**config.mk**
```make
export PLATFORM = sky130hd
export DESIGN_NAME = smpf_top
export DESIGN_NICKNAME = d
export VERILOG_FILES = /design/src/smpf_pkg.sv /design/src/smpf_if.sv /design/src/smpf_sync.sv /design/src/smpf_top.sv
export SDC_FILE = /design/constraint.sdc
export NUM_CORES = 1
export LEC_CHECK = 0
export ABC_AREA = 1
export BUFFER_PORTS_ARGS = -buffer_cell sky130_fd_sc_hd__buf_2
export CORE_MARGIN = 5
export CORE_UTILIZATION = 53
export CTS_CLUSTER_SIZE = 28
export DETAILED_ROUTE_END_ITERATION = 10
export HOLD_SLACK_MARGIN = 0.03
export PLACE_DENSITY = 0.92
export SLEW_MARGIN = 20
export SYNTH_ARGS = -nofsm -noshare
export SYNTH_HDL_FRONTEND = slang
export SYNTH_SLANG_ARGS = --single-unit
```
**constraint.sdc**
```tcl
create_clock -name core_clk -period 2.8 [get_ports core_clk]
set_input_delay 0.14 -clock core_clk [delete_from_list [all_inputs] [get_ports core_clk]]
set_output_delay 0.14 -clock core_clk [all_outputs]
set_load 0.02 [all_outputs]
```
**src/smpf_pkg.sv**
```systemverilog
package smpf_pkg;
	typedef enum logic [1:0] {
		SMPF_MODE_REG,
		SMPF_MODE_UART,
		SMPF_MODE_REPEATER
	} smpf_mode_e;
	typedef enum logic [1:0] {
		SMPF_ST_RESET,
		SMPF_ST_SAMPLE,
		SMPF_ST_RUN
	} smpf_state_e;
	localparam int SYNC_STAGES = 2;
	localparam int TUNE_W = 3;
	localparam int GP_COUNT = 3;
	localparam int GP_UART = 0;
	localparam int GP_DEBUG = 1;
	localparam int GP_INT = 2;
	localparam logic [1:0] FUNC_DEFAULT = 2'h0;
	localparam logic [1:0] FUNC_INPUT = 2'h1;
	localparam logic [1:0] FUNC_OUT_LOW = 2'h2;
	localparam logic [1:0] FUNC_OUT_HIGHZ = 2'h3;
	localparam logic [2:0] TUNE_RESET = 3'h0;
	localparam int SETTLE_NS = 200;
	localparam int CLK_NS = 100;
	localparam int SETTLE_CYC = (SETTLE_NS + CLK_NS - 1) / CLK_NS;
endpackage : smpf_pkg

```
**src/smpf_if.sv**
```systemverilog
`timescale 1ns/10ps
`default_nettype none
interface smpf_if;
	logic [2:0] pin_raw;
	logic scl_raw;
	logic sda_raw;
	logic [2:0] pin_sync;
	logic scl_sync;
	logic sda_sync;
	modport src (input pin_raw, input scl_raw, input sda_raw,
		output pin_sync, output scl_sync, output sda_sync);
	modport snk (output pin_raw, output scl_raw, output sda_raw,
		input pin_sync, input scl_sync, input sda_sync);
endinterface : smpf_if
`default_nettype wire

```
**src/smpf_sync.sv**
```systemverilog
`timescale 1ns/10ps
`default_nettype none
module smpf_sync (
	input wire logic core_clk,
	input wire logic rst,
	smpf_if.src sif
);
	logic [4:0] meta_q;
	logic [4:0] stab_q;
	logic [4:0] meta_d;
	logic [4:0] stab_d;
	always_comb begin
		meta_d = {sif.sda_raw, sif.scl_raw, sif.pin_raw};
		stab_d = meta_q;
	end
	// only stab_q is read downstream
	always_ff @(posedge core_clk or posedge rst) begin
		if (rst) begin
			meta_q <= 5'h00;
			stab_q <= 5'h00;
		end else begin
			meta_q <= meta_d;
			stab_q <= stab_d;
		end
	end
	assign sif.pin_sync = stab_q[2:0];
	assign sif.scl_sync = stab_q[3];
	assign sif.sda_sync = stab_q[4];
endmodule : smpf_sync
`default_nettype wire

```
**src/smpf_top.sv**
```systemverilog
`timescale 1ns/10ps
`default_nettype none
// Function
// - register mode: third pin is open-drain active-low level interrupt output
// - strap modes: third pin is a configuration input right after reset
// - after reset in register mode the third pin is open-drain output, safe left floating
// - first and second pins are inputs at power-up, chip reset, soft reset
// - register mode: first pin low selects uart, high selects repeater
// - uart: usb d+ to embedded d+, embedded d- to usb d-
// - register mode: second pin is a debug input
// - strap uart: first pin low enables transfer; others high-impedance
// - register mode: software may override each pin function
// - strap repeater: three pins sampled at reset pick tuning setting
// - weak pull-downs on during reset, off once reset completes
// - after chip reset release repeater enabled in embedded default mode
module smpf_top (
	input wire logic core_clk,
	input wire logic rst,
	input wire logic soft_rst,
	input wire logic scl_in,
	input wire logic sda_in,
	input wire logic [2:0] gp_in,
	input wire logic irq_req,
	input wire logic [5:0] sw_func,
	input wire logic [2:0] sw_out,
	input wire logic usb_dp_in,
	input wire logic edn_in,
	output logic [2:0] gp_out,
	output logic [2:0] gp_oe,
	output logic pulldown_en,
	output logic [1:0] mode,
	output logic [2:0] tune_sel,
	output logic repeater_en,
	output logic uart_active,
	output logic edp_out,
	output logic dn_out,
	output logic debug_in,
	output logic strap_valid
);
	smpf_if sif ();
	smpf_pkg::smpf_state_e st_q;
	smpf_pkg::smpf_state_e st_d;
	logic [1:0] mode_q;
	logic [1:0] mode_d;
	logic [2:0] tune_q;
	logic [2:0] tune_d;
	logic [2:0] cnt_q;
	logic [2:0] cnt_d;
	logic pd_q;
	logic pd_d;
	logic valid_q;
	logic valid_d;
	logic rep_q;
	logic rep_d;
	logic [2:0] out_q;
	logic [2:0] out_d;
	logic [2:0] oe_q;
	logic [2:0] oe_d;
	logic uart_q;
	logic uart_d;
	logic edp_q;
	logic edp_d;
	logic dn_q;
	logic dn_d;
	logic dbg_q;
	logic dbg_d;
	logic soft_q;
	logic soft_d;
	logic [1:0] dat_meta_q;
	logic [1:0] dat_meta_d;
	logic [1:0] dat_stab_q;
	logic [1:0] dat_stab_d;

	assign sif.pin_raw = gp_in;
	assign sif.scl_raw = scl_in;
	assign sif.sda_raw = sda_in;

	smpf_sync u_sync (
		.core_clk(core_clk),
		.rst(rst),
		.sif(sif)
	);

	// uart data pins are asynchronous: two flops, only the second one is read
	always_comb begin
		dat_meta_d = {edn_in, usb_dp_in};
		dat_stab_d = dat_meta_q;
	end

	always_ff @(posedge core_clk or posedge rst) begin
		if (rst) begin
			dat_meta_q <= 2'h0;
			dat_stab_q <= 2'h0;
		end else begin
			dat_meta_q <= dat_meta_d;
			dat_stab_q <= dat_stab_d;
		end
	end

	function automatic logic [1:0] decode_mode(input logic scl, input logic sda);
		if (!scl) begin
			decode_mode = smpf_pkg::SMPF_MODE_REPEATER;
		end else if (sda) begin
			decode_mode = smpf_pkg::SMPF_MODE_REG;
		end else begin
			decode_mode = smpf_pkg::SMPF_MODE_UART;
		end
	endfunction : decode_mode

	// sequencer: reset, settle the synchroniser, sample once, run
	always_comb begin
		st_d = st_q;
		cnt_d = cnt_q;
		mode_d = mode_q;
		tune_d = tune_q;
		pd_d = pd_q;
		valid_d = valid_q;
		rep_d = rep_q;
		case (st_q)
			smpf_pkg::SMPF_ST_RESET: begin
				st_d = smpf_pkg::SMPF_ST_SAMPLE;
				cnt_d = 3'h0;
			end
			smpf_pkg::SMPF_ST_SAMPLE: begin
				// wait past two sync stages plus settle before trusting straps
				if (cnt_q == 3'(smpf_pkg::SETTLE_CYC + smpf_pkg::SYNC_STAGES)) begin
					mode_d = decode_mode(sif.scl_sync, sif.sda_sync);
					if (decode_mode(sif.scl_sync, sif.sda_sync) ==
						smpf_pkg::SMPF_MODE_REPEATER) begin
						tune_d = sif.pin_sync;
					end
					pd_d = 1'b0;
					valid_d = 1'b1;
					rep_d = 1'b1;
					st_d = smpf_pkg::SMPF_ST_RUN;
				end else begin
					cnt_d = cnt_q + 3'h1;
				end
			end
			smpf_pkg::SMPF_ST_RUN: begin
				st_d = st_q;
			end
			default: begin
				st_d = smpf_pkg::SMPF_ST_RESET;
			end
		endcase
	end

	always_ff @(posedge core_clk or posedge rst) begin
		if (rst) begin
			st_q <= smpf_pkg::SMPF_ST_RESET;
			cnt_q <= 3'h0;
			mode_q <= smpf_pkg::SMPF_MODE_REG;
			tune_q <= smpf_pkg::TUNE_RESET;
			pd_q <= 1'b1;
			valid_q <= 1'b0;
			rep_q <= 1'b0;
		end else begin
			st_q <= st_d;
			cnt_q <= cnt_d;
			mode_q <= mode_d;
			tune_q <= tune_d;
			pd_q <= pd_d;
			valid_q <= valid_d;
			rep_q <= rep_d;
		end
	end

	// pin function; soft reset drops the first two pins back to input, clears uart_d and dbg_d, third pin stays interrupt
	always_comb begin
		out_d = 3'h0;
		oe_d = 3'h0;
		uart_d = 1'b0;
		dbg_d = 1'b0;
		soft_d = soft_rst;
		if (valid_q && !soft_q) begin
			case (smpf_pkg::smpf_mode_e'(mode_q))
				smpf_pkg::SMPF_MODE_REG: begin
					uart_d = !sif.pin_sync[smpf_pkg::GP_UART];
					dbg_d = sif.pin_sync[smpf_pkg::GP_DEBUG];
					oe_d[smpf_pkg::GP_INT] = irq_req;
					for (int i = 0; i < smpf_pkg::GP_COUNT; i++) begin
						case (sw_func[2*i +: 2])
							smpf_pkg::FUNC_INPUT: begin
								oe_d[i] = 1'b0;
							end
							smpf_pkg::FUNC_OUT_LOW: begin
								oe_d[i] = !sw_out[i];
							end
							smpf_pkg::FUNC_OUT_HIGHZ: begin
								oe_d[i] = 1'b0;
							end
							default: begin
								oe_d[i] = oe_d[i];
							end
						endcase
					end
				end
				smpf_pkg::SMPF_MODE_UART: begin
					uart_d = !sif.pin_sync[smpf_pkg::GP_UART];
				end
				default: begin
					uart_d = 1'b0;
				end
			endcase
		end else if (valid_q) begin
			oe_d[smpf_pkg::GP_INT] = (mode_q == smpf_pkg::SMPF_MODE_REG) && irq_req;
		end
	end

	// uart data: usb d+ to embedded d+, embedded d- to usb d-; sync costs two cycles
	always_comb begin
		edp_d = uart_d && dat_stab_q[0];
		dn_d = uart_d && dat_stab_q[1];
	end

	always_ff @(posedge core_clk or posedge rst) begin
		if (rst) begin
			out_q <= 3'h0;
			oe_q <= 3'h0;
			uart_q <= 1'b0;
			edp_q <= 1'b0;
			dn_q <= 1'b0;
			dbg_q <= 1'b0;
			soft_q <= 1'b0;
		end else begin
			out_q <= out_d;
			oe_q <= oe_d;
			uart_q <= uart_d;
			edp_q <= edp_d;
			dn_q <= dn_d;
			dbg_q <= dbg_d;
			soft_q <= soft_d;
		end
	end

	assign gp_out = out_q;
	assign gp_oe = oe_q;
	assign pulldown_en = pd_q;
	assign mode = mode_q;
	assign tune_sel = tune_q;
	assign repeater_en = rep_q;
	assign uart_active = uart_q;
	assign edp_out = edp_q;
	assign dn_out = dn_q;
	assign debug_in = dbg_q;
	assign strap_valid = valid_q;

	mode_held_a: assert property (@(posedge core_clk) disable iff (rst)
		valid_q |=> $stable(mode_q) && $stable(tune_q))
		else $error("latched mode changed");
	pd_off_a: assert property (@(posedge core_clk) disable iff (rst)
		valid_q |-> !pd_q)
		else $error("pulldown on after sampling");
	pd_on_a: assert property (@(posedge core_clk) disable iff (rst)
		!valid_q |-> pd_q && !rep_q)
		else $error("pulldown off or repeater on before sampling");
	strap_no_drive_a: assert property (@(posedge core_clk) disable iff (rst)
		!valid_q |=> gp_oe == 3'h0)
		else $error("pin driven before straps sampled");
	uart_hiz_a: assert property (@(posedge core_clk) disable iff (rst)
		mode_q == smpf_pkg::SMPF_MODE_UART |-> gp_oe == 3'h0)
		else $error("pin driven in strap uart mode");
	irq_drive_a: assert property (@(posedge core_clk) disable iff (rst)
		valid_q && !soft_q && mode_q == smpf_pkg::SMPF_MODE_REG && irq_req
		&& sw_func[5:4] == smpf_pkg::FUNC_DEFAULT |=> gp_oe[2] && !gp_out[2])
		else $error("interrupt not driven low");
	drive_low_a: assert property (@(posedge core_clk) disable iff (rst)
		1'b1 |-> gp_out == 3'h0)
		else $error("pin driven high");
	soft_in_a: assert property (@(posedge core_clk) disable iff (rst)
		soft_q |=> gp_oe[1:0] == 2'h0)
		else $error("soft reset left pin driven");
	uart_path_a: assert property (@(posedge core_clk) disable iff (rst)
		!uart_q |-> !edp_out && !dn_out)
		else $error("uart path active while disabled");
	rep_on_a: assert property (@(posedge core_clk) disable iff (rst)
		$rose(valid_q) |-> rep_q)
		else $error("repeater not enabled at release");
	tune_clear_a: assert property (@(posedge core_clk) disable iff (rst)
		mode_q != smpf_pkg::SMPF_MODE_REPEATER |-> tune_q == smpf_pkg::TUNE_RESET)
		else $error("tuning set outside repeater mode");
	rep_hiz_a: assert property (@(posedge core_clk) disable iff (rst)
		mode_q == smpf_pkg::SMPF_MODE_REPEATER |-> gp_oe == 3'h0)
		else $error("pin driven in strap repeater mode");
	func_input_a: assert property (@(posedge core_clk) disable iff (rst)
		valid_q && !soft_q && mode_q == smpf_pkg::SMPF_MODE_REG
		&& sw_func[5:4] == smpf_pkg::FUNC_INPUT |=> !gp_oe[2])
		else $error("input function still drives pin");
	func_low_a: assert property (@(posedge core_clk) disable iff (rst)
		valid_q && !soft_q && mode_q == smpf_pkg::SMPF_MODE_REG
		&& sw_func[3:2] == smpf_pkg::FUNC_OUT_LOW |=> gp_oe[1] == !$past(sw_out[1]))
		else $error("output function level wrong");
	debug_follow_a: assert property (@(posedge core_clk) disable iff (rst)
		valid_q && !soft_q && mode_q == smpf_pkg::SMPF_MODE_REG
		|=> debug_in == $past(sif.pin_sync[smpf_pkg::GP_DEBUG]))
		else $error("debug input not followed");
	soft_irq_a: assert property (@(posedge core_clk) disable iff (rst)
		valid_q && soft_q && mode_q == smpf_pkg::SMPF_MODE_REG |=> gp_oe[2] == $past(irq_req))
		else $error("interrupt lost during soft reset");
endmodule : smpf_top
`default_nettype wire

```
# Word-level counts from Yosys, hierarchy flattened
# Index checks and enable logic that the tools add are counted.
op_classes:
  order_cmp: 0
  n_mux: 19
  div_mod_pow: 0
  shifts: 0
  mul: 0
  bitwise_logic: 1
  add_sub_neg: 1
  n_eq_ne: 12
  n_reduce_logical: 18
op_table:
  columns: ["cell", "n"]
  rows:
  - ["equality test 2 bit, second input constant", 6]
  - ["2-to-1 mux 2 bit", 5]
  - ["2-to-1 mux 1 bit", 9]
  - ["equality test 2 x 1 -> 1 bit, second input constant", 3]
  - ["2-to-1 mux 3 bit", 2]
  - ["one-hot mux 2 bit (3 select lines)", 1]
  - ["one-hot mux 3 bit (2 select lines)", 1]
  - ["AND reduction 2 bit", 3]
  - ["logical NOT 1 bit", 5]
  - ["logical AND 1 bit", 4]
  - ["logical NOT 2 bit", 2]
  - ["inequality test 2 bit, second input constant", 2]
  - ["OR reduction 2 bit", 2]
  - ["adder 3 x 1 -> 3 bit, second input constant", 1]
  - ["equality test 3 bit, second input constant", 1]
  - ["AND reduction 3 bit", 1]
  - ["one-hot mux 1 bit (2 select lines)", 1]
  - ["nonzero test 2 bit", 1]
  - ["inverter 1 bit", 1]
totals:
  register_bits: 34
  in_bits: 20
  rom_bits: 0
  output_inout_bits: 18
  latchBits: 0
  mem_count: 0
  wordCells: 67
  ramBits: 0

# Depth between registers and ports, before layout
# Gate-level depths: netlist (run 1).
logic_depth:
  depth_word: 6
  depth_mapped: 7
  mapped_depth_nobuf: 7

# Cells and area by module
# Synthesis (run 1) repeated with hierarchy kept, for this count alone.
hier_totals:
  cells_unflattened: 116
  hier_area_um2: 1223.7
by_module_without_submodules:
  columns: ["module", "seq_area_each_um2", "area_each_um2", "n_inst", "cells_each"]
  rows:
  - ["smpf_top", 601.8, 969.7, 1, 105]
  - ["smpf_sync", 250.2, 254.0, 1, 11]

# Least setup slack after synthesis (run 1)
# Ideal clock, no wire load.
synth_timing:
  kind: "flip-flop to flip-flop"
  startpoint: "reg cnt_q[0]"
  endpoint: "reg tune_q[0], in the netlist tune_sel[0]"
  period_less_slack_ns: 1.140
  stages_incl_launch_ff: 8
  arrival_time_ns: 1.023
  setup_time_ns: 0.117
  setup_slack_ns: 1.660
  n_path_buf: 0
  required_ns: 2.683
  path_cell_list: "dfrtp_1 > inv_1 > ha_1 > nand2_4 > nor2_8 > nand2_4 > nand2_1 > nand2_1"
synth_between:
  elab_chain_len: 2
synth_lines:
  columns: ["element", "line_no", "source"]
  rows:
  - ["start, declared", "smpf_top.sv:47", "logic [2:0] cnt_q;"]
  - ["start signal, assigned", "smpf_top.sv:160", "cnt_q <= cnt_d;"]
  - ["equality test 3 bit", "smpf_top.sv:126", "if (cnt_q == 3'(smpf_pkg::SETTLE_CYC + smpf_pkg::SYNC_STAGES)) begin"]
  - ["AND reduction 3 bit (no line)", null, null]
  - ["end signal, assigned", "smpf_top.sv:154", "tune_q <= smpf_pkg::TUNE_RESET;"]
  - ["end signal, assigned", "smpf_top.sv:162", "tune_q <= tune_d;"]
  - ["end, declared", "smpf_top.sv:45", "logic [2:0] tune_q;"]
# Every way passes these cells.
# A chain may end at the register's enable or synchronous reset.

# Worst setup path in the final report (run 1)
layout_timing:
  startpoint: "reg cnt_q[0]"
  endpoint: "reg tune_q[2], in the netlist tune_sel[2]"
# The elaborated chain is that of the path after synthesis.

==> results of run 1 <==
-- layout by cell type (no fill, tap or decap) --
| master | instances |
|---|---|
| a21oi_1 | 1 |
| buf_2 | 34 |
| buf_4 | 1 |
| clkbuf_1 | 1 |
| clkbuf_4 | 5 |
| clkbuf_8 | 1 |
| clkinv_2 | 1 |
| conb_1 | 3 |
| dfrtp_1 | 33 |
| dfstp_2 | 1 |
| dlygate4sd3_1 | 13 |
| ha_1 | 2 |
| inv_1 | 15 |
| inv_2 | 1 |
| nand2_1 | 32 |
| nand2_4 | 3 |
| nand3_1 | 4 |
| nand4_1 | 1 |
| nor2_1 | 16 |
| nor2_8 | 1 |
| o21ai_0 | 1 |
| o21ai_2 | 1 |
| o21bai_1 | 1 |
-- kinds of logic (layout without fill, tap and decap cells) --
logic type	count (synthesis)	after routing	synth area share [%]
DFF	34	34	67.8
other	1	3	0.298
and+or+nand+nor	57	57	20.7
buffers and inverters	20	72	7.16
adders and majority gates	2	2	1.99
AOI/OAI and AO/OA	4	4	2.09
-- metrics by stage --
stage / utilization (%) / total power [W] / std cells / hold WS, ns
after global placement: 64.8 / 0.000579 / 179 / 0.230
final: 73.3 / 0.000855 / 200 / 0.0946
after CTS: 73.3 / 0.000865 / 200 / 0.0993
after global routing: 73.3 / 0.000903 / 200 / 0.0916
after detailed placement: 64.8 / 0.000583 / 179 / 0.241
after floorplan: - / 0.000558 / 120 / 0.171
-- layer usage --
| metal | GRT usage [%] | up-vias | wire length, um |
|---|---|---|---|
| li1 | - | 452 | - |
| met1 | 14.9 | 423 | 805 |
| met2 | 27.9 | 32 | 1210 |
| met3 | 8.55 | 4 | 245 |
| met4 | 5.83 | 0 | 29 |
| met5 | 0 | - | 0 |
-- flip-flops by register name, summed over array words and instances (netlist names), 2 cells and up --
register,flops
u_sync.meta_q,5
u_sync.stab_q,5
cnt_q,3
gp_oe,3
tune_sel,3
dat_meta_q,2
dat_stab_q,2
mode,2
st_q,2
-- synth_stat cells --
library cell and n:
nor2_1 16, dfstp_2 1, a21oi_1 1, conb_1 1
nand2_1 32, nand3_1 4, nand2_4 3, ha_1 2
inv_2 1, o21ai_0 1, o21ai_2 1, nor2_8 1
buf_4 4, inv_1 15, dfrtp_1 33, nand4_1 1
o21bai_1 1
-- worst reg2reg max path, cell delays in order (launching register included) --
cell and delay, ns:
dfrtp_1 0.40, inv_1 0.08, ha_1 0.22, nand2_4 0.10
nor2_8 0.17, nand2_4 0.07, nand2_1 0.06, nand2_1 0.05
-- worst max path at each step --
stage          cells past startpoint                 endpoint  slack (ns)                 start
6_report                           7  tune_sel[2]$_DFFE_PP0P_        1.57  cnt_q[0]$_DFFE_PP0P_
5_1_grt                            7  tune_sel[0]$_DFFE_PP0P_        1.47  cnt_q[0]$_DFFE_PP0P_
4_1_cts                            7  tune_sel[0]$_DFFE_PP0P_        1.57  cnt_q[0]$_DFFE_PP0P_
3_3_place_gp                       7  tune_sel[0]$_DFFE_PP0P_        1.64  cnt_q[0]$_DFFE_PP0P_
3_5_place_dp                       7  tune_sel[0]$_DFFE_PP0P_        1.57  cnt_q[0]$_DFFE_PP0P_
2_1_floorplan                      7  tune_sel[0]$_DFFE_PP0P_        1.66  cnt_q[0]$_DFFE_PP0P_
-- report_power, final --
| part | switching [W] | leakage [nW] | internal (W) | total (W) |
|---|---|---|---|---|
| clock | 0.000148 | 0.0353 | 0.000121 | 0.000270 |
| sequential | 0.00000711 | 0.412 | 0.000508 | 0.000515 |
| combinational | 0.0000384 | 0.480 | 0.0000315 | 0.0000698 |
| total | 0.000194 | 0.927 | 0.000661 | 0.000855 |
-- area by class of cell --
class	instances	share of cell area, %
sequential	34	52.0
multi-input combinational	66	19.7
timing repair buffer	48	18.8
inverter	16	3.67
clock buffer	7	3.36
tap	28	2.14
clock inverter	1	0.306
-- repair_timing --
action                    4_1_cts  5_1_grt
setup buffers                   0        0
hold endpoints to repair       43        0
resized for setup               0        0
hold buffers                   13        0
==> results.md, run 1 <==
* Peak supply drop at 0.367 mV
* Hold Violations, Final at 0
* RSZ-0062 raised after global routing: false
* Clk_lat worst skew at 0.34 ns
* Type of origin of the critical path: register
* Leakage power at 0.927 nW
* Post-synthesis cell area at 0.00126 mm2
* Initial Utilization at 56.3%
* Cell family with most CP delay: simple AND/OR/NAND/NOR gates
* Area leader, netlist: dfrtp_1
* Post-synthesis cell type count at 17
* Die footprint at 0.00345 mm2
* Ant diodes at 0
* Global-route wire length before repair at 3790 um
* Num rows at 17
* Reg2Reg Capture Point: tune_sel[2]$_DFFE_PP0P_
* Die extent in x at 58.7 um
* FF-to-FF path depth at 7
* Pre-CTS setup slack at 1.57 ns
* CP Capture Type: register
* Iter 0 DRT Violations at 15
* HP Start: sw_func[4]
* Area of the multi-input gates at 323 um2
* DRT Pass-1 Iters at 4
* GRT Total Usage at 15.6%
* Hold Path Sink: gp_oe[2]$_DFF_PP0_
* Sequential share of the synthesized area at 67.8%
* Register Area at 852 um2
* Die Ht at 58.7 um
* Reg-to-Reg Start: cnt_q[0]$_DFFE_PP0P_
* Hold path depth at 4
* Root buffer cell: clkbuf_4
* Largest net degree at the start of global routing at 35
* Drt wl/cell at 11.5 um
* Yosys warning total at 0
* Synth top area share at 65.7%
* Final WL at 2300 um
* Synth area leaders: dfrtp_1, nand2_1, nor2_1
* Share of cells above drive strength 1 at 28.5%
* Max Cap Viol at 0
* Gp weighted congestion at 0.832
* Status: finished clean
* Setup Crit Path Kind: reg -> reg
* Total gr overflow at 0
* HPWL after DPL at 1710 um
* Critical path peak fanout at 6
* Final clock skew at 0.00959 ns
* Residual DRC at 0
* Number of buffers added on ports at 34
* # H-tree levels at 2
* Initial antenna violation count at 0
* R2R Setup Slk at 1.57 ns
* Fillcell total at 159
* Pins Over Slew Limit at 0
* Worst EP required at 3.04 ns
* CTS buffer count at 5
* Slowest-stage cell, CP: dfrtp_1
* Tmin final at 1.23 ns
* Max incr delay on CP at 0.40 ns
* Post-Syn Instances at 118
* Core ar. at 0.00223 mm2
* Final instance area at 0.00164 mm2
* Power density cells at 522 mW/mm2
* Clock tree sinks at 34
* Clock-pin slew on the worst setup and hold paths at 0.09 ns
* Via count at 911
* Avg Synthesized Cell Area at 10.7 um2
* Num ports at 38
* Crit share post-route at 43.9%
* CP Data Arrival Time at 1.47 ns
* Vias in the first global route at 951
* Max Fclk at 0.813 GHz
* Final setup viols at 0
* Area post-placement at 0.00145 mm2
* Vias per inst at 4.56
* Post-DRT Antenna Nets at 0
* NumNets Final at 193
* Min-delay worst type: in -> reg
* Min setup slack post-route at 1.57 ns
* Clock Tree Buf Depth at 2
* Setup TNS at 0 ns
* Yosys reg bits at 34
* Critical path buffers and inverters at 1
* Crit-path cells: inv_1 > ha_1 > nand2_4 > nor2_8 > nand2_4 > nand2_1 > nand2_1
* Area growth, synth to finish at 30.2%
* CTS tree: yes
Power figures use the tool's default switching activity.
==> run 2, diff against run 1 <==
--- a/config.mk
+++ b/config.mk
@@ -8,11 +8,11 @@
 export ABC_AREA = 1
 export BUFFER_PORTS_ARGS = -buffer_cell sky130_fd_sc_hd__buf_2
 export CORE_MARGIN = 5
-export CORE_UTILIZATION = 53
+export CORE_UTILIZATION = 44
 export CTS_CLUSTER_SIZE = 28
 export DETAILED_ROUTE_END_ITERATION = 10
 export HOLD_SLACK_MARGIN = 0.03
-export PLACE_DENSITY = 0.92
+export PLACE_DENSITY = 0.83
 export SLEW_MARGIN = 20
 export SYNTH_ARGS = -nofsm -noshare
 export SYNTH_HDL_FRONTEND = slang
==> constraint.sdc (replaced) <==
create_clock -name core_clk -period 1.1 [get_ports core_clk]
set_input_delay 0.055 -clock core_clk [delete_from_list [all_inputs] [get_ports core_clk]]
set_output_delay 0.055 -clock core_clk [all_outputs]
set_load 0.02 [all_outputs]
==> results.md, run 2 (synthesis results as in run 1) <==
* Pins Over Slew Limit at 0
* Num rows at 19
* Power density cells at 1260 mW/mm2
* Share of cells above drive strength 1 at 33.9%
* Core ar. at 0.00276 mm2
* Clock Tree Buf Depth at 2
* Final setup viols at 4
* Clock tree sinks at 34
* Final WL at 2690 um
* Top flop regs: u_sync.meta_q: 5 flops, u_sync.stab_q: 5 flops
* Status: finished, violations left
* Final instance area at 0.00177 mm2
* Leakage power at 0.979 nW
* HPWL after DPL at 1850 um
* CTS buffer count at 5
* Die extent in x at 63.5 um
* Gp weighted congestion at 0.780
* Ant diodes at 0
* Critical path peak fanout at 6
* Final clock skew at 0.00935 ns
* Tmin final at 1.16 ns
* Hold Violations, Final at 0
* Max Fclk at 0.860 GHz
* Area post-placement at 0.00148 mm2
* CP Data Arrival Time at 1.39 ns
* Failing checks: negative setup slack
* GRT Total Usage at 14.7%
* CP Capture Type: register
* Num ports at 38
* Type of origin of the critical path: register
* Min-delay worst type: in -> reg
* Initial antenna violation count at 0
* NumNets Final at 204
* Initial Utilization at 45.6%
* Iter 0 DRT Violations at 6
* Number of buffers added on ports at 34
* Slowest-stage cell, CP: dfrtp_1
* Via count at 990
* Drt wl/cell at 12.5 um
* Vias in the first global route at 1076
* Global-route wire length before repair at 4600 um
* Die Ht at 63.5 um
* Die footprint at 0.00403 mm2
* Total gr overflow at 0
* Worst EP required at 1.33 ns
* Setup TNS at -0.170 ns
* # H-tree levels at 2
* Setup Crit Path Kind: reg -> reg
* Max Cap Viol at 0
* Peak supply drop at 1.14 mV
* Clock-pin slew on the worst setup and hold paths at 0.10 ns
* Area growth, synth to finish at 40.5%
* DRT Pass-1 Iters at 4
* Largest net degree at the start of global routing at 15
* Vias per inst at 4.63
* Min setup slack post-route at -0.0631 ns
* Most frequent cells in the layout: dfrtp_1, buf_2, nand2_1
* Critical path buffers and inverters at 1
* Clk_lat worst skew at 0.33 ns
* Residual DRC at 0
* Post-DRT Antenna Nets at 0
* RSZ-0062 raised after global routing: true
* Crit-path cells: inv_2 > ha_4 > nand2_4 > nor2_8 > nand2_4 > nand2_1 > nand2_1
* Post-layout util at 64.1%
* Crit share post-route at 106%
* Max incr delay on CP at 0.40 ns
* Cell family with most CP delay: simple AND/OR/NAND/NOR gates
* Root buffer cell: clkbuf_4
* CTS tree: yes
[run 2: path summary, 6_finish.rpt]
path / startpoint / end / slack [ns] / cells after the start
worst max-delay path: cnt_q[0]$_DFFE_PP0P_ / tune_sel[2]$_DFFE_PP0P_ / -0.06 / 7
worst min-delay path: irq_req / gp_oe[2]$_DFF_PP0_ / 0.09 / 4
worst max register to register: cnt_q[0]$_DFFE_PP0P_ / tune_sel[2]$_DFFE_PP0P_ / -0.06 / 7
worst min register to register: u_sync.meta_q[4]$_DFF_PP0_ / u_sync.stab_q[4]$_DFF_PP0_ / 0.35 / 0
max in group asynchronous: rst / cnt_q[2]$_DFFE_PP0P_ / 0.35 / 4
min in group asynchronous: rst / u_sync.stab_q[4]$_DFF_PP0_ / 0.23 / 3
[run 2: what timing repair did]
item                                    CTS  global route
pin swaps                                 1             2
resized for setup                         5             4
setup buffers                             0             2
endpoints found under the setup margin    9            10
hold endpoints to repair                 31             0
hold buffers                             18             0
[run 2: cell type report]
type | count | area [um2]
fill | 211 | 991
sequential | 34 | 852
timing repair buffer | 59 | 409
multi-input combinational | 66 | 343
inverter | 16 | 60.1
clock buffer | 6 | 51.3
tap | 31 | 38.8
clock inverter | 2 | 12.5
[run 2: power breakdown]
part           total [W]  switching, W  internal (W)
sequential       0.00131     0.0000199       0.00129
clock           0.000707      0.000400      0.000307
combinational   0.000202      0.000106     0.0000956
total            0.00222      0.000526       0.00170
[run 2: worst register-to-register path, cell delays in order, from the launching register on]
cell     delay [ns]
dfrtp_1        0.40
inv_2          0.09
ha_4           0.15
nand2_4        0.08
nor2_8         0.14
nand2_4        0.08
nand2_1        0.08
nand2_1        0.06
[run 2: through the flow]
stage	hold slack, ns	power [W]	cells	setup slack, ns
3_5_place_dp	0.0399	0.00149	186	-0.0820
5_1_grt	0.0976	0.00233	214	-0.130
3_3_place_gp	0.0347	0.00148	186	0.00260
4_1_cts	0.0747	0.00225	212	-0.0565
2_1_floorplan	0.0864	0.00142	120	0.00172
6_report	0.0925	0.00222	214	-0.0631
[run 2: metal layers]
| metal | up-vias | wire (um) | track usage (%) |
|---|---|---|---|
| met5 | - | 0 | 0 |
| met4 | 0 | 50 | 7.27 |
| met3 | 7 | 226 | 4.97 |
| met2 | 37 | 1460 | 25.5 |
| met1 | 474 | 944 | 15.8 |
| li1 | 472 | - | - |
==> run 3, diff against run 2 <==
==> constraint.sdc (replaced) <==
create_clock -name core_clk -period 1.1 [get_ports core_clk]
set_input_delay 0 -clock core_clk [delete_from_list [all_inputs] [get_ports core_clk]]
set_output_delay 0 -clock core_clk [all_outputs]
set_load 0.02 [all_outputs]
==> results.md, run 3 (synthesis results as in run 1) <==
* Status: finished, violations left
* Failing checks: negative setup slack
* Vias in the first global route at 1062
* Area growth, synth to finish at 41.0%
* Dpl cells at 186
* Num ports at 38
* Die footprint at 0.00403 mm2
* Top flop regs: u_sync.meta_q: 5 flops, u_sync.stab_q: 5 flops
* Drt wl/cell at 13.0 um
* Critical path peak fanout at 6
* Post-DRT Antenna Nets at 0
* Type of origin of the critical path: register
* Clock tree sinks at 34
* Met1 Track Usage GR at 16.4%
* Die extent in x at 63.5 um
* Clock-pin slew on the worst setup and hold paths at 0.10 ns
* Leakage power at 0.983 nW
* Final setup viols at 4
* CP Capture Type: register
* GR peak layer: met2
* Fillcell total at 217
* Vias per inst at 4.60
* Hold Violations, Final at 0
* Max Cap Viol at 0
* Final clock skew at 0.00862 ns
* HPWL after DPL at 1850 um
* Worst EP required at 1.33 ns
* Share of cells above drive strength 1 at 34.2%
* CTS buffer count at 5
* Clk_lat worst skew at 0.33 ns
* Max Fclk at 0.867 GHz
* Global-route wire length before repair at 4660 um
* Initial Utilization at 45.6%
* Max incr delay on CP at 0.40 ns
* Critical path buffers and inverters at 1
* Crit share post-route at 105%
* Residual DRC at 0
* DRT Pass-1 Iters at 3
* Core ar. at 0.00276 mm2
* Peak supply drop at 1.13 mV
* Final non-filler cell total at 215
* Clock Tree Buf Depth at 2
* Power Total at 0.00223 W
* Pre-CTS setup slack at -0.0820 ns
* Commonest non-fill, non-tap cell in the layout: buf_2
* Hold slack final at 0.170 ns
* # H-tree levels at 2
* CTS tree: yes
* Register Area at 852 um2
* Cell family with most CP delay: simple AND/OR/NAND/NOR gates
* GR Layer Usage met3 at 5.33%
* CP Data Arrival Time at 1.38 ns
* Number of buffers added on ports at 34
* NumNets Final at 205
* RSZ-0062 raised after global routing: true
* Min setup slack post-route at -0.0527 ns
* Area of the multi-input gates at 345 um2
* Ant diodes at 0
* Iter 0 DRT Violations at 13
* GRT Total Usage at 14.9%
* Root buffer cell: clkbuf_4
* Min-delay worst type: in -> async
* Slowest-stage cell, CP: dfrtp_1
* Setup Crit Path Kind: reg -> reg
* Die Ht at 63.5 um
* Final WL at 2790 um
* Via count at 990
* Power density cells at 1260 mW/mm2
* Post-layout util at 64.3%
* Grt met2 use at 24.9%
* Num rows at 19
* Initial antenna violation count at 0
* Gp weighted congestion at 0.780
* Tmin final at 1.15 ns
* Most frequent cells in the layout: buf_2, dfrtp_1, nand2_1
* Largest net degree at the start of global routing at 15
* Crit-path cells: inv_2 > ha_4 > nand2_4 > nor2_8 > nand2_4 > nand2_1 > nand2_1
* Pins Over Slew Limit at 0
* Total gr overflow at 0
run 3: path summary, 6_finish.rpt:
| path | startpoint | to | slack (ns) | cells past startpoint |
|---|---|---|---|---|
| setup / recovery | cnt_q[0]$_DFFE_PP0P_ | tune_sel[1]$_DFFE_PP0P_ | -0.05 | 7 |
| hold / removal | rst | u_sync.stab_q[4]$_DFF_PP0_ | 0.17 | 3 |
| setup reg to reg | cnt_q[0]$_DFFE_PP0P_ | tune_sel[1]$_DFFE_PP0P_ | -0.05 | 7 |
| hold reg to reg | u_sync.meta_q[4]$_DFF_PP0_ | u_sync.stab_q[4]$_DFF_PP0_ | 0.35 | 0 |
| max in group asynchronous | rst | st_q[1]$_DFFE_PP0P_ | 0.41 | 4 |
| min in group core_clk | edn_in | dat_meta_q[1]$_DFF_PP0_ | 0.31 | 2 |
run 3: what timing repair did:
item,4_1_cts,5_1_grt
pin swaps,1,3
hold endpoints to repair,45,1
setup endpoints to repair,8,10
hold buffers,18,2
resized for setup,4,4
setup buffers,0,2
run 3: area by class of cell:
| type | count | share of cell area [%] |
|---|---|---|
| clock buffer | 6 | 2.89 |
| clock inverter | 2 | 0.706 |
| inverter | 16 | 3.39 |
| multi-input combinational | 66 | 19.5 |
| sequential | 34 | 48.1 |
| tap | 31 | 2.19 |
| timing repair buffer | 60 | 23.3 |
run 3: per-layer routing:
layer,vias to the layer above,share of wire [%]
met4,0,3.7
met3,11,7.3
met5,-,0
li1,475,-
met1,466,36
met2,38,54
run 3: report_power, final:
group          switching [W]  total (W)  leakage (nW)  internal (W)
clock               0.000400   0.000707        0.0343      0.000307
sequential         0.0000198    0.00131         0.412       0.00129
combinational       0.000108   0.000206         0.537     0.0000981
run 3: per-stage QoR:
step	instance area [um2]	setup TNS, ns
detailed placement	1480	-0.272
global placement	1480	0
CTS	1740	-0.148
global route	1770	-0.820
finish	1770	-0.126
floorplan	1270	0
run 3: worst min-delay path, cell delays in order:
cell and delay [ns]:
dlygate4sd3_1 0.52, buf_2 0.12, inv_1 0.28
